`src/rtl/hch_pkg.sv`:
```
// Package of constants and carrier types for the host command handshake block.
package hch_pkg;

  // ------------------------------------------------------------
  // Sizes
  // ------------------------------------------------------------
  localparam int HCH_DRIVES = 8;
  localparam int HCH_SEL_W = 3;
  localparam int HCH_FUNC_W = 5;
  localparam int HCH_EVID_W = 5;
  localparam int HCH_DATA_W = 16;
  localparam int HCH_FILE_AW = 7;
  localparam int HCH_FIFO_DEPTH = 8;
  localparam int HCH_FIFO_AW = 3;
  localparam int HCH_REGS_PER_DRIVE = 8;

  // ------------------------------------------------------------
  // Reset values
  // ------------------------------------------------------------
  localparam logic HCH_RST_READY = 1'b1;
  localparam logic [7:0] HCH_RST_PENDING = 8'h00;

  // ------------------------------------------------------------
  // Field positions in the first control and status register
  // ------------------------------------------------------------
  localparam int HCH_CS1_ID_LO = 12;
  localparam int HCH_CS1_ID_HI = 15;
  localparam int HCH_CS1_READY = 7;
  localparam int HCH_CS1_PERMIT = 6;

  // Event flag bit positions toward the microprocessor.
  localparam int HCH_EVF_ACE = 0;
  localparam int HCH_EVF_SR = 1;
  localparam int HCH_EVF_PR = 2;
  localparam int HCH_EVF_EC = 6;
  localparam int HCH_EVF_GC = 7;

  // Host command kinds.
  typedef enum logic [2:0] {
    HCH_CMD_NONE = 3'h0,
    HCH_CMD_TRANSFER = 3'h1,
    HCH_CMD_DRIVE_CLR = 3'h2,
    HCH_CMD_CTRL_CLR = 3'h3,
    HCH_CMD_ERR_CLR = 3'h4
  } hch_cmd_t;

  // Host command as it arrives from host bus decode.
  typedef struct packed {
    logic valid;
    hch_cmd_t kind;
    logic [HCH_FUNC_W-1:0] func;
    logic [HCH_SEL_W-1:0] unit;
  } hch_host_cmd_t;

  // Register file request from the host or the microprocessor.
  typedef struct packed {
    logic valid;
    logic write;
    logic [HCH_FILE_AW-1:0] addr;
    logic [HCH_DATA_W-1:0] data;
  } hch_file_req_t;

  // Host interrupt sequencer states, Gray coded.
  typedef enum logic [1:0] {
    HCH_IRQ_IDLE = 2'b00,
    HCH_IRQ_CMD = 2'b01,
    HCH_IRQ_EVT = 2'b11
  } hch_irq_state_t;

endpackage

```
`src/rtl/hch_handshake.sv`:
```
// Command handshake, event flags and host interrupt logic of the port adapter.
// What this block does
// - Host transfer command clears the controller ready flag.
// - Setting a pending bit raises the command ready event flag.
// - Posting drive status clears the pending bit.
// - Writing drive status sets the ready flag.
// - Completion interrupts the host only with interrupt permit set.
// - Programmed reset or bus init sets an event flag and interrupts microprocessor.
// - Reset detection uses an interrupt, never polling.
// - A reset touches only this adapter.
// - Bus init clears permit, sets ready, clears all pending bits.
// - Leading edge of bus init sets set-ready flag and interrupts.
// - Init, controller clear and error clear interrupt microprocessor; transfer and drive clear set flag.
// - Transfer while not ready sets program error; function and pending still written.
// - Microprocessor write of control register sets the completion interrupt latch.
// - Loading the event identity slot sets the event interrupt latch.
// - Bits 12 to 15 of control register identify the interrupt cause.
// - Host interrupts pass only while the controller is ready.
// - One event interrupt at a time; microprocessor queues and paces others.
// - Host commands queue in a FIFO the microprocessor reads.
// - Registers live in a RAM file, eight locations per drive.
// - One discrete pending bit for each of eight drives.
// - Command completion preempts pending event completion and sets ready.
// - Each event interrupt carries a five-bit identifier.
// - Simultaneous file requests are served one after the other.
`timescale 1ns/1ns
module hch_handshake
  import hch_pkg::*;
#(
  parameter int DRIVES = HCH_DRIVES,
  parameter int FIFO_DEPTH = HCH_FIFO_DEPTH
) (
  input wire logic ref_clk,
  input wire logic rst,
  input wire logic bus_init_pin,
  input wire hch_host_cmd_t host_cmd,
  input wire logic host_permit_wr,
  input wire logic host_permit_val,
  input wire logic host_irq_ack,
  input wire hch_file_req_t host_file_req,
  input wire hch_file_req_t mp_file_req,
  input wire logic mp_status_post,
  input wire logic mp_cs1_write,
  input wire logic mp_event_load,
  input wire logic [HCH_EVID_W-1:0] mp_event_id,
  input wire logic [7:0] mp_evf_clear,
  input wire logic mp_fifo_pop,
  output logic controller_ready,
  output logic interrupt_permit,
  output logic [DRIVES-1:0] cmd_pending,
  output logic [7:0] event_flags,
  output logic mp_irq,
  output logic host_irq,
  output logic program_error_status,
  output logic [3:0] control_status_one_hi,
  output logic [HCH_EVID_W-1:0] event_identity_slot,
  output logic [HCH_FUNC_W+HCH_SEL_W-1:0] fifo_head,
  output logic fifo_nonempty,
  output logic [HCH_DATA_W-1:0] host_file_rdata,
  output logic host_file_done,
  output logic [HCH_DATA_W-1:0] mp_file_rdata,
  output logic mp_file_done
);

  // ------------------------------------------------------------
  // Bus initialize synchroniser and leading edge
  // ------------------------------------------------------------
  logic init_meta_r, init_sync_r, init_prev_r;

  // The first stage feeds only the second stage.
  always_ff @(posedge ref_clk or posedge rst) begin
    if (rst) begin
      init_meta_r <= 1'b0;
      init_sync_r <= 1'b0;
      init_prev_r <= 1'b0;
    end else begin
      init_meta_r <= bus_init_pin;
      init_sync_r <= init_meta_r;
      init_prev_r <= init_sync_r;
    end
  end

  logic init_rise;
  assign init_rise = init_sync_r & ~init_prev_r;

  // ------------------------------------------------------------
  // Command decode
  // ------------------------------------------------------------
  logic is_xfer, is_dclr, is_cclr, is_eclr;
  assign is_xfer = host_cmd.valid && host_cmd.kind == HCH_CMD_TRANSFER;
  assign is_dclr = host_cmd.valid && host_cmd.kind == HCH_CMD_DRIVE_CLR;
  assign is_cclr = host_cmd.valid && host_cmd.kind == HCH_CMD_CTRL_CLR;
  assign is_eclr = host_cmd.valid && host_cmd.kind == HCH_CMD_ERR_CLR;

  // Reset sources local to this adapter only; nothing leaves toward other ports.
  logic local_reset;
  assign local_reset = init_sync_r | is_cclr;

  // ------------------------------------------------------------
  // Handshake state: ready, permit, pending, error, unit select
  // ------------------------------------------------------------
  logic ready_r, ready_nxt;
  logic permit_r, permit_nxt;
  logic [DRIVES-1:0] pend_r, pend_nxt;
  logic pge_r, pge_nxt;
  logic [HCH_SEL_W-1:0] unit_r, unit_nxt;

  // Completion wins over a same-cycle transfer so that status is never lost.
  always_comb begin
    ready_nxt = ready_r;
    permit_nxt = permit_r;
    pend_nxt = pend_r;
    pge_nxt = pge_r;
    unit_nxt = unit_r;
    if (host_permit_wr) begin
      permit_nxt = host_permit_val;
    end
    if (is_xfer) begin
      if (!ready_r) begin
        pge_nxt = 1'b1;
      end
      ready_nxt = 1'b0;
      unit_nxt = host_cmd.unit;
      pend_nxt[host_cmd.unit] = 1'b1;
    end
    if (is_eclr) begin
      pge_nxt = 1'b0;
    end
    if (mp_status_post) begin
      pend_nxt[unit_r] = 1'b0;
      ready_nxt = 1'b1;
    end
    if (local_reset) begin
      permit_nxt = 1'b0;
      ready_nxt = 1'b1;
      pend_nxt = '0;
      pge_nxt = 1'b0;
      unit_nxt = '0;
    end
  end

  always_ff @(posedge ref_clk or posedge rst) begin
    if (rst) begin
      ready_r <= HCH_RST_READY;
      permit_r <= 1'b0;
      pend_r <= '0;
      pge_r <= 1'b0;
      unit_r <= '0;
    end else begin
      ready_r <= ready_nxt;
      permit_r <= permit_nxt;
      pend_r <= pend_nxt;
      pge_r <= pge_nxt;
      unit_r <= unit_nxt;
    end
  end

  // ------------------------------------------------------------
  // Event flags and microprocessor interrupt
  // ------------------------------------------------------------
  logic [7:0] evf_r, evf_nxt;
  logic mp_irq_r, mp_irq_nxt;

  // Sets win over clears so a reset arriving during a clear is kept.
  always_comb begin
    evf_nxt = evf_r & ~mp_evf_clear;
    mp_irq_nxt = mp_irq_r;
    if (mp_evf_clear != 8'h00) begin
      mp_irq_nxt = 1'b0;
    end
    if (is_xfer || is_dclr) begin
      evf_nxt[HCH_EVF_GC] = 1'b1;
    end
    if (is_eclr) begin
      evf_nxt[HCH_EVF_EC] = 1'b1;
      mp_irq_nxt = 1'b1;
    end
    if (is_cclr) begin
      evf_nxt[HCH_EVF_PR] = 1'b1;
      mp_irq_nxt = 1'b1;
    end
    if (init_rise) begin
      evf_nxt[HCH_EVF_SR] = 1'b1;
      mp_irq_nxt = 1'b1;
    end
    if (is_xfer && !ready_r) begin
      evf_nxt[HCH_EVF_ACE] = 1'b1;
    end
  end

  always_ff @(posedge ref_clk or posedge rst) begin
    if (rst) begin
      evf_r <= 8'h00;
      mp_irq_r <= 1'b0;
    end else begin
      evf_r <= evf_nxt;
      mp_irq_r <= mp_irq_nxt;
    end
  end

  // ------------------------------------------------------------
  // Host interrupt latches and sequencer
  // ------------------------------------------------------------
  logic cmd_latch_r, cmd_latch_nxt;
  logic ev_latch_r, ev_latch_nxt;
  logic [HCH_EVID_W-1:0] evid_r, evid_nxt;
  logic [3:0] cause_r, cause_nxt;
  hch_irq_state_t irq_st_r, irq_st_nxt;
  logic host_irq_r, host_irq_nxt;

  // Only one event is held; a second load while busy is left to firmware pacing.
  always_comb begin
    cmd_latch_nxt = cmd_latch_r;
    ev_latch_nxt = ev_latch_r;
    evid_nxt = evid_r;
    cause_nxt = cause_r;
    irq_st_nxt = irq_st_r;
    host_irq_nxt = 1'b0;
    if (mp_cs1_write || mp_status_post) begin
      cmd_latch_nxt = 1'b1;
    end
    if (mp_event_load && !ev_latch_r) begin
      ev_latch_nxt = 1'b1;
      evid_nxt = mp_event_id;
    end
    unique case (irq_st_r)
      HCH_IRQ_IDLE: begin
        if (permit_r && ready_nxt && cmd_latch_r) begin
          irq_st_nxt = HCH_IRQ_CMD;
          cause_nxt = 4'h1;
          // A completion posted in this very cycle must stay latched for the next round.
          cmd_latch_nxt = mp_cs1_write || mp_status_post;
        end else if (permit_r && ready_r && ev_latch_r) begin
          irq_st_nxt = HCH_IRQ_EVT;
          cause_nxt = 4'h2;
        end
      end
      HCH_IRQ_CMD, HCH_IRQ_EVT: begin
        // The request is held off while busy or not permitted, and shows again later.
        host_irq_nxt = ready_nxt && permit_nxt;
        if (host_irq_ack) begin
          irq_st_nxt = HCH_IRQ_IDLE;
          host_irq_nxt = 1'b0;
          if (irq_st_r == HCH_IRQ_EVT) begin
            ev_latch_nxt = 1'b0;
          end
        end
      end
      default: irq_st_nxt = HCH_IRQ_IDLE;
    endcase
    if (local_reset) begin
      cmd_latch_nxt = 1'b0;
      ev_latch_nxt = 1'b0;
      irq_st_nxt = HCH_IRQ_IDLE;
      host_irq_nxt = 1'b0;
      cause_nxt = 4'h0;
    end
  end

  always_ff @(posedge ref_clk or posedge rst) begin
    if (rst) begin
      cmd_latch_r <= 1'b0;
      ev_latch_r <= 1'b0;
      evid_r <= '0;
      cause_r <= 4'h0;
      irq_st_r <= HCH_IRQ_IDLE;
      host_irq_r <= 1'b0;
    end else begin
      cmd_latch_r <= cmd_latch_nxt;
      ev_latch_r <= ev_latch_nxt;
      evid_r <= evid_nxt;
      cause_r <= cause_nxt;
      irq_st_r <= irq_st_nxt;
      host_irq_r <= host_irq_nxt;
    end
  end

  // ------------------------------------------------------------
  // Command FIFO
  // ------------------------------------------------------------
  localparam int FW = HCH_FUNC_W + HCH_SEL_W;
  logic [FW-1:0] fifo_mem_r [FIFO_DEPTH];
  logic [FW-1:0] fifo_mem_nxt [FIFO_DEPTH];
  logic [HCH_FIFO_AW:0] wp_r, wp_nxt, rp_r, rp_nxt;
  logic fifo_full, fifo_empty, push, pop;

  assign fifo_empty = wp_r == rp_r;
  assign fifo_full = (wp_r[HCH_FIFO_AW] != rp_r[HCH_FIFO_AW]) &&
    (wp_r[HCH_FIFO_AW-1:0] == rp_r[HCH_FIFO_AW-1:0]);
  // A full queue drops the newest command; firmware drains faster than hosts issue.
  assign push = host_cmd.valid && host_cmd.kind != HCH_CMD_NONE && !fifo_full;
  assign pop = mp_fifo_pop && !fifo_empty;

  always_comb begin
    wp_nxt = wp_r;
    rp_nxt = rp_r;
    for (int i = 0; i < FIFO_DEPTH; i++) begin
      fifo_mem_nxt[i] = fifo_mem_r[i];
    end
    if (push) begin
      fifo_mem_nxt[wp_r[HCH_FIFO_AW-1:0]] = {host_cmd.func, host_cmd.unit};
      wp_nxt = wp_r + 1'b1;
    end
    if (pop) begin
      rp_nxt = rp_r + 1'b1;
    end
    if (local_reset) begin
      wp_nxt = '0;
      rp_nxt = '0;
    end
  end

  always_ff @(posedge ref_clk or posedge rst) begin
    if (rst) begin
      wp_r <= '0;
      rp_r <= '0;
      for (int i = 0; i < FIFO_DEPTH; i++) begin
        fifo_mem_r[i] <= '0;
      end
    end else begin
      wp_r <= wp_nxt;
      rp_r <= rp_nxt;
      for (int i = 0; i < FIFO_DEPTH; i++) begin
        fifo_mem_r[i] <= fifo_mem_nxt[i];
      end
    end
  end

  // ------------------------------------------------------------
  // Register file with tie-breaker
  // ------------------------------------------------------------
  logic host_wait_r, host_wait_nxt;
  hch_file_req_t held_r, held_nxt;
  logic grant_host, grant_mp;
  hch_file_req_t sel;
  logic ram_we;
  logic [HCH_DATA_W-1:0] ram_q;
  logic hdone_r, hdone_nxt, mdone_r, mdone_nxt;
  logic hpend_r, mpend_r;

  // The microprocessor wins a tie; the host request is held and served next.
  always_comb begin
    held_nxt = held_r;
    host_wait_nxt = 1'b0;
    grant_mp = mp_file_req.valid;
    grant_host = 1'b0;
    sel = mp_file_req;
    if (host_wait_r && !mp_file_req.valid) begin
      grant_host = 1'b1;
      sel = held_r;
    end else if (host_wait_r) begin
      host_wait_nxt = 1'b1;
    end else if (host_file_req.valid && mp_file_req.valid) begin
      held_nxt = host_file_req;
      host_wait_nxt = 1'b1;
    end else if (host_file_req.valid) begin
      grant_host = 1'b1;
      sel = host_file_req;
    end
    hdone_nxt = grant_host;
    mdone_nxt = grant_mp;
  end

  assign ram_we = (grant_host || grant_mp) && sel.write;

  // Eight locations per drive: the request address goes to the RAM unchanged.
  hch_file_ram #(.AW(HCH_FILE_AW), .DW(HCH_DATA_W)) u_file (
    .ref_clk(ref_clk),
    .we(ram_we),
    .addr(sel.addr),
    .wdata(sel.data),
    .rdata(ram_q)
  );

  always_ff @(posedge ref_clk or posedge rst) begin
    if (rst) begin
      held_r <= '0;
      host_wait_r <= 1'b0;
      hpend_r <= 1'b0;
      mpend_r <= 1'b0;
      hdone_r <= 1'b0;
      mdone_r <= 1'b0;
      host_file_rdata <= '0;
      mp_file_rdata <= '0;
    end else begin
      held_r <= held_nxt;
      host_wait_r <= host_wait_nxt;
      hpend_r <= hdone_nxt;
      mpend_r <= mdone_nxt;
      hdone_r <= hpend_r;
      mdone_r <= mpend_r;
      host_file_rdata <= hpend_r ? ram_q : host_file_rdata;
      mp_file_rdata <= mpend_r ? ram_q : mp_file_rdata;
    end
  end

  // ------------------------------------------------------------
  // Output registers
  // ------------------------------------------------------------
  always_ff @(posedge ref_clk or posedge rst) begin
    if (rst) begin
      fifo_head <= '0;
      fifo_nonempty <= 1'b0;
    end else begin
      fifo_head <= fifo_mem_nxt[rp_nxt[HCH_FIFO_AW-1:0]];
      fifo_nonempty <= wp_nxt != rp_nxt;
    end
  end

  assign controller_ready = ready_r;
  assign interrupt_permit = permit_r;
  assign cmd_pending = pend_r;
  assign event_flags = evf_r;
  assign mp_irq = mp_irq_r;
  assign host_irq = host_irq_r;
  assign program_error_status = pge_r;
  assign control_status_one_hi = cause_r;
  assign event_identity_slot = evid_r;
  assign host_file_done = hdone_r;
  assign mp_file_done = mdone_r;

endmodule // hch_handshake

```
`src/rtl/hch_file_ram.sv`:
```
// Register file memory shared by host and microprocessor, registered read data.
`timescale 1ns/1ns
module hch_file_ram
  import hch_pkg::*;
#(
  parameter int AW = HCH_FILE_AW,
  parameter int DW = HCH_DATA_W
) (
  input wire logic ref_clk,
  input wire logic we,
  input wire logic [AW-1:0] addr,
  input wire logic [DW-1:0] wdata,
  output logic [DW-1:0] rdata
);

  logic [DW-1:0] mem [0:(1<<AW)-1];

  // Read first: a same-cycle write returns the old word; read data registered for a clean timing path.
  always_ff @(posedge ref_clk) begin
    if (we) begin
      mem[addr] <= wdata;
    end
    rdata <= mem[addr];
  end

endmodule // hch_file_ram

```
`config.mk`:
```
export PLATFORM = sky130hd
export DESIGN_NAME = hch_handshake
export DESIGN_NICKNAME = d
export VERILOG_FILES = /design/src/rtl/hch_pkg.sv /design/src/rtl/hch_handshake.sv /design/src/rtl/hch_file_ram.sv
export SDC_FILE = /design/constraint.sdc
export NUM_CORES = 2
export LEC_CHECK = 0
export BUFFER_PORTS_ARGS = -buffer_cell sky130_fd_sc_hd__clkbuf_2
export CELL_PAD_IN_SITES_DETAIL_PLACEMENT = 1
export CELL_PAD_IN_SITES_GLOBAL_PLACEMENT = 1
export CORE_MARGIN = 1
export CORE_UTILIZATION = 53
export CTS_CLUSTER_DIAMETER = 150
export DETAILED_ROUTE_END_ITERATION = 12
export PLACE_DENSITY_LB_ADDON = 0.2
export SLEW_MARGIN = 10
export SYNTH_ARGS = -nofsm -noshare
export SYNTH_HDL_FRONTEND = slang
export SYNTH_SLANG_ARGS = --single-unit
```
`constraint.sdc`:
```
create_clock -name ref_clk -period 8.9 [get_ports ref_clk]
set_input_delay 0.89 -clock ref_clk [delete_from_list [all_inputs] [get_ports ref_clk]]
set_output_delay 0.89 -clock ref_clk [all_outputs]
set_load 0.02 [all_outputs]
```
==> run summary <==
Status: finished, final reports clean
Fraction of layout cells with a size suffix above 1: 16.27%
Antenna violation net count after detailed routing: 0
Fmax: 174.4 MHz
Cell count after synthesis: 5802
Final nets: 6161
Synth top cells by count: edfxtp_1 (2048), nand2_1 (896), nand3_1 (357)
CP Capture Type: flop
CTS tree: yes
Cts bufs inserted: 222
Top_reg_cell synth: edfxtp_1
Synth area leader: edfxtp_1
Syn avg cell area: 15.15 µm²
Clk Latency, worst-skew pair: 0.89 ns
Vias per cell: 6.720
Resized cells post-CTS: 0
Postcts setup bufs: 0
Crit-path max FO: 42
Synth Warn #: 0
Fin crit share: 64.43%
Mapped cell area: 0.08793 mm²
RePlAce Congestion: 0.9658
Port buffer count: 155
Total negative slack: 0 ns
Seq cells post-synth: 2244
Remaining Overflow, GRT: 0
Worst path slowest cell: nor4_1
Final setup vio count: 0
Die Y-Extent: 409.3 µm
Dominant cell by count in the synthesized netlist: edfxtp_1
Hold Fails Final Rpt: 0
Core area: 0.1648 mm²
Clock input transition at the sequential cells of the worst setup and hold paths: 0.06 ns
Starting DRT DRC Count: 7519
Final Skew: 0.04125 ns
Initial Util: 53.35%
Synth top area share: 69.94%
Layout Area Growth over Synthesis: 13.14%
Post-Route WL: 290400 µm
Drt first pass iters: 7
Crit-path cells: buf_4 -> nor3b_1 -> or4_4 -> buf_4 -> buf_4 -> nand3_1 -> nand4_1 -> o2111ai_1 -> nor4_1 -> o311ai_1
Rows: 149
H-tree Lvls: 4
RSZ-0062 raised after global routing: false
Util after Layout: 60.36%
Vias in the first global route: 58107
Overall power: 24.42 mW
Sequential element share of the synthesized area: 75.43%
CP peak stage delay: 1.03 ns
Critical Path AT: 6.43 ns
Cells on Worst Hold Path: 1
Leakage Power: 33.92 nW
Residual DRC: 0
Sink Count: 2244
Synth unique cells: 84
Drt wl/cell: 34.29 µm
Die Footprint: 0.1675 mm²
Ports: 158
Maximum VDD drop: 0.0002249 V
Total number of vias: 56922
Hold WC Path Type: primary input to flop
CTS Hold Bufs: 0
Max Root-Sink Buffers: 3
FF-to-FF setup slack: 3.17 ns
Min Tclk post-route: 5.734 ns
Total of max-cap violations: 0
R2r worst-path depth: 10
DIE WIDTH: 409.3 µm
Post-synth EDFFs: 2048
CP Launch Type: flop
Rel. slew slack: 3.509%
HPWL Detailed: 173800 µm
Setup Crit Path Kind: flop to flop
Clock root cell: clkbuf_16
Worst-Margin Slew: 1.447 ns
Final max-slew violation count: 0
Pin count of the biggest net entering global routing: 126
Initial antenna violation count: 19
Total track usage: 34.32%
Largest cells by area after synthesis: edfxtp_1 (70%), dfrtp_1 (5.1%), nand2_1 (3.8%)
Pwr dens: 245.5 mW/mm²
First-pass GRT wire length: 415200 µm
Most used cell, CP: buf_4
FFs w/ async S/R, synth: 8.021%
WP data required: 9.60 ns
## per-layer routing
layer,global-route usage (%),up-vias,wire length (µm)
met4,18.91,14,17850
li1,-,23128,-
met2,53.75,3604,135500
met1,44.77,29364,108500
met3,7.530,812,28580
met5,0,-,93
## cells by family after synthesis
kind of cell / Yosys count / synth area share [%]
xor gates and xnor gates: 13 / 0.1295
muxes: 441 / 5.494
buffers and inverters: 402 / 2.103
AOI/OAI and AO/OA: 1018 / 8.299
and+or+nand+nor: 1681 / 8.508
other: 1 / 0.004265
DFF: 2244 / 75.43
adders and majority gates: 2 / 0.02846
## layout by cell type (no fill, tap or decap), types with 40 or more instances in the layout
cell,synthesis,final
edfxtp_1,2048,2048
nand2_1,896,896
nand3_1,357,357
buf_4,23,270
mux2i_1,252,252
clkbuf_16,0,223
a21oi_1,205,205
dfrtp_1,179,178
a22oi_1,174,174
mux2_2,173,173
nor2_1,181,168
clkbuf_2,2,155
nand4_1,91,91
o21ai_0,99,82
a221oi_1,67,67
o22ai_1,66,65
clkbuf_1,169,56
o2bb2ai_1,55,55
a31oi_1,47,47
clkinv_1,0,43
clkinv_2,0,43
o221ai_1,40,40
## where the power goes
part	switching, mW	total, mW	internal (mW)
Combinational	2.16	2.93	0.771
Clock	4.14	9.38	5.24
Sequential	0.178	12.1	11.9
Total	6.48	24.4	17.9
## registers in the layout, indices dropped and copies added (netlist names), 2 cells and up
register and count:
irq_st_r 2, wp_r 4, u_file.mem 2048, mp_file_rdata 16
held_r 24, event_identity_slot 5, cmd_pending 8, u_file.rdata 16
event_flags 8, fifo_mem_r 64, rp_r 4, fifo_head 8
control_status_one_hi 2, host_file_rdata 16, unit_r 3
## critical path, delay by kind of cell (launching register included)
kind	cells	cell delay [ns]
AO/OA/AOI/OAI	2	0.69
buffers and inverters	3	1.70
flip-flops	1	0.48
AND/OR/NAND/NOR	5	2.56
## worst paths after layout
check,startpoint,end
min in group asynchronous,rst,mp_file_done$_DFF_PP0_
setup / recovery,host_wait_r$_DFF_PP0_,u_file.rdata[10]$_DFF_P_
max in group asynchronous,rst,interrupt_permit$_DFF_PP0_
setup reg to reg,host_wait_r$_DFF_PP0_,u_file.rdata[10]$_DFF_P_
hold / removal,bus_init_pin,init_meta_r$_DFF_PP0_
hold reg to reg,init_meta_r$_DFF_PP0_,init_sync_r$_DFF_PP0_
## cell type report
cell class / count / area, µm²
tap: 2189 / 2739
antenna: 13 / 32.53
clock inverter: 124 / 1199
sequential: 2244 / 66330
inverter: 15 / 61.31
multi-input combinational: 3157 / 20140
fill: 15131 / 65330
timing repair buffer: 434 / 2983
clock buffer: 294 / 5997
## through the flow
| step | setup slack (ns) | area [µm²] | std cells | hold slack (ns) |
|---|---|---|---|---|
| 2_1_floorplan | 0.6708 | 87930 | 5803 | 0.3312 |
| 3_3_place_gp | 2.439 | 92200 | 8037 | 0.3468 |
| 3_5_place_dp | 2.524 | 92230 | 8039 | 0.3465 |
| 4_1_cts | 3.190 | 99430 | 8457 | 0.1039 |
| 5_1_grt | 3.216 | 99450 | 8459 | 0.1231 |
| 6_report | 3.166 | 99480 | 8470 | 0.1428 |
No activity file was read; power rests on OpenSTA's default activity.
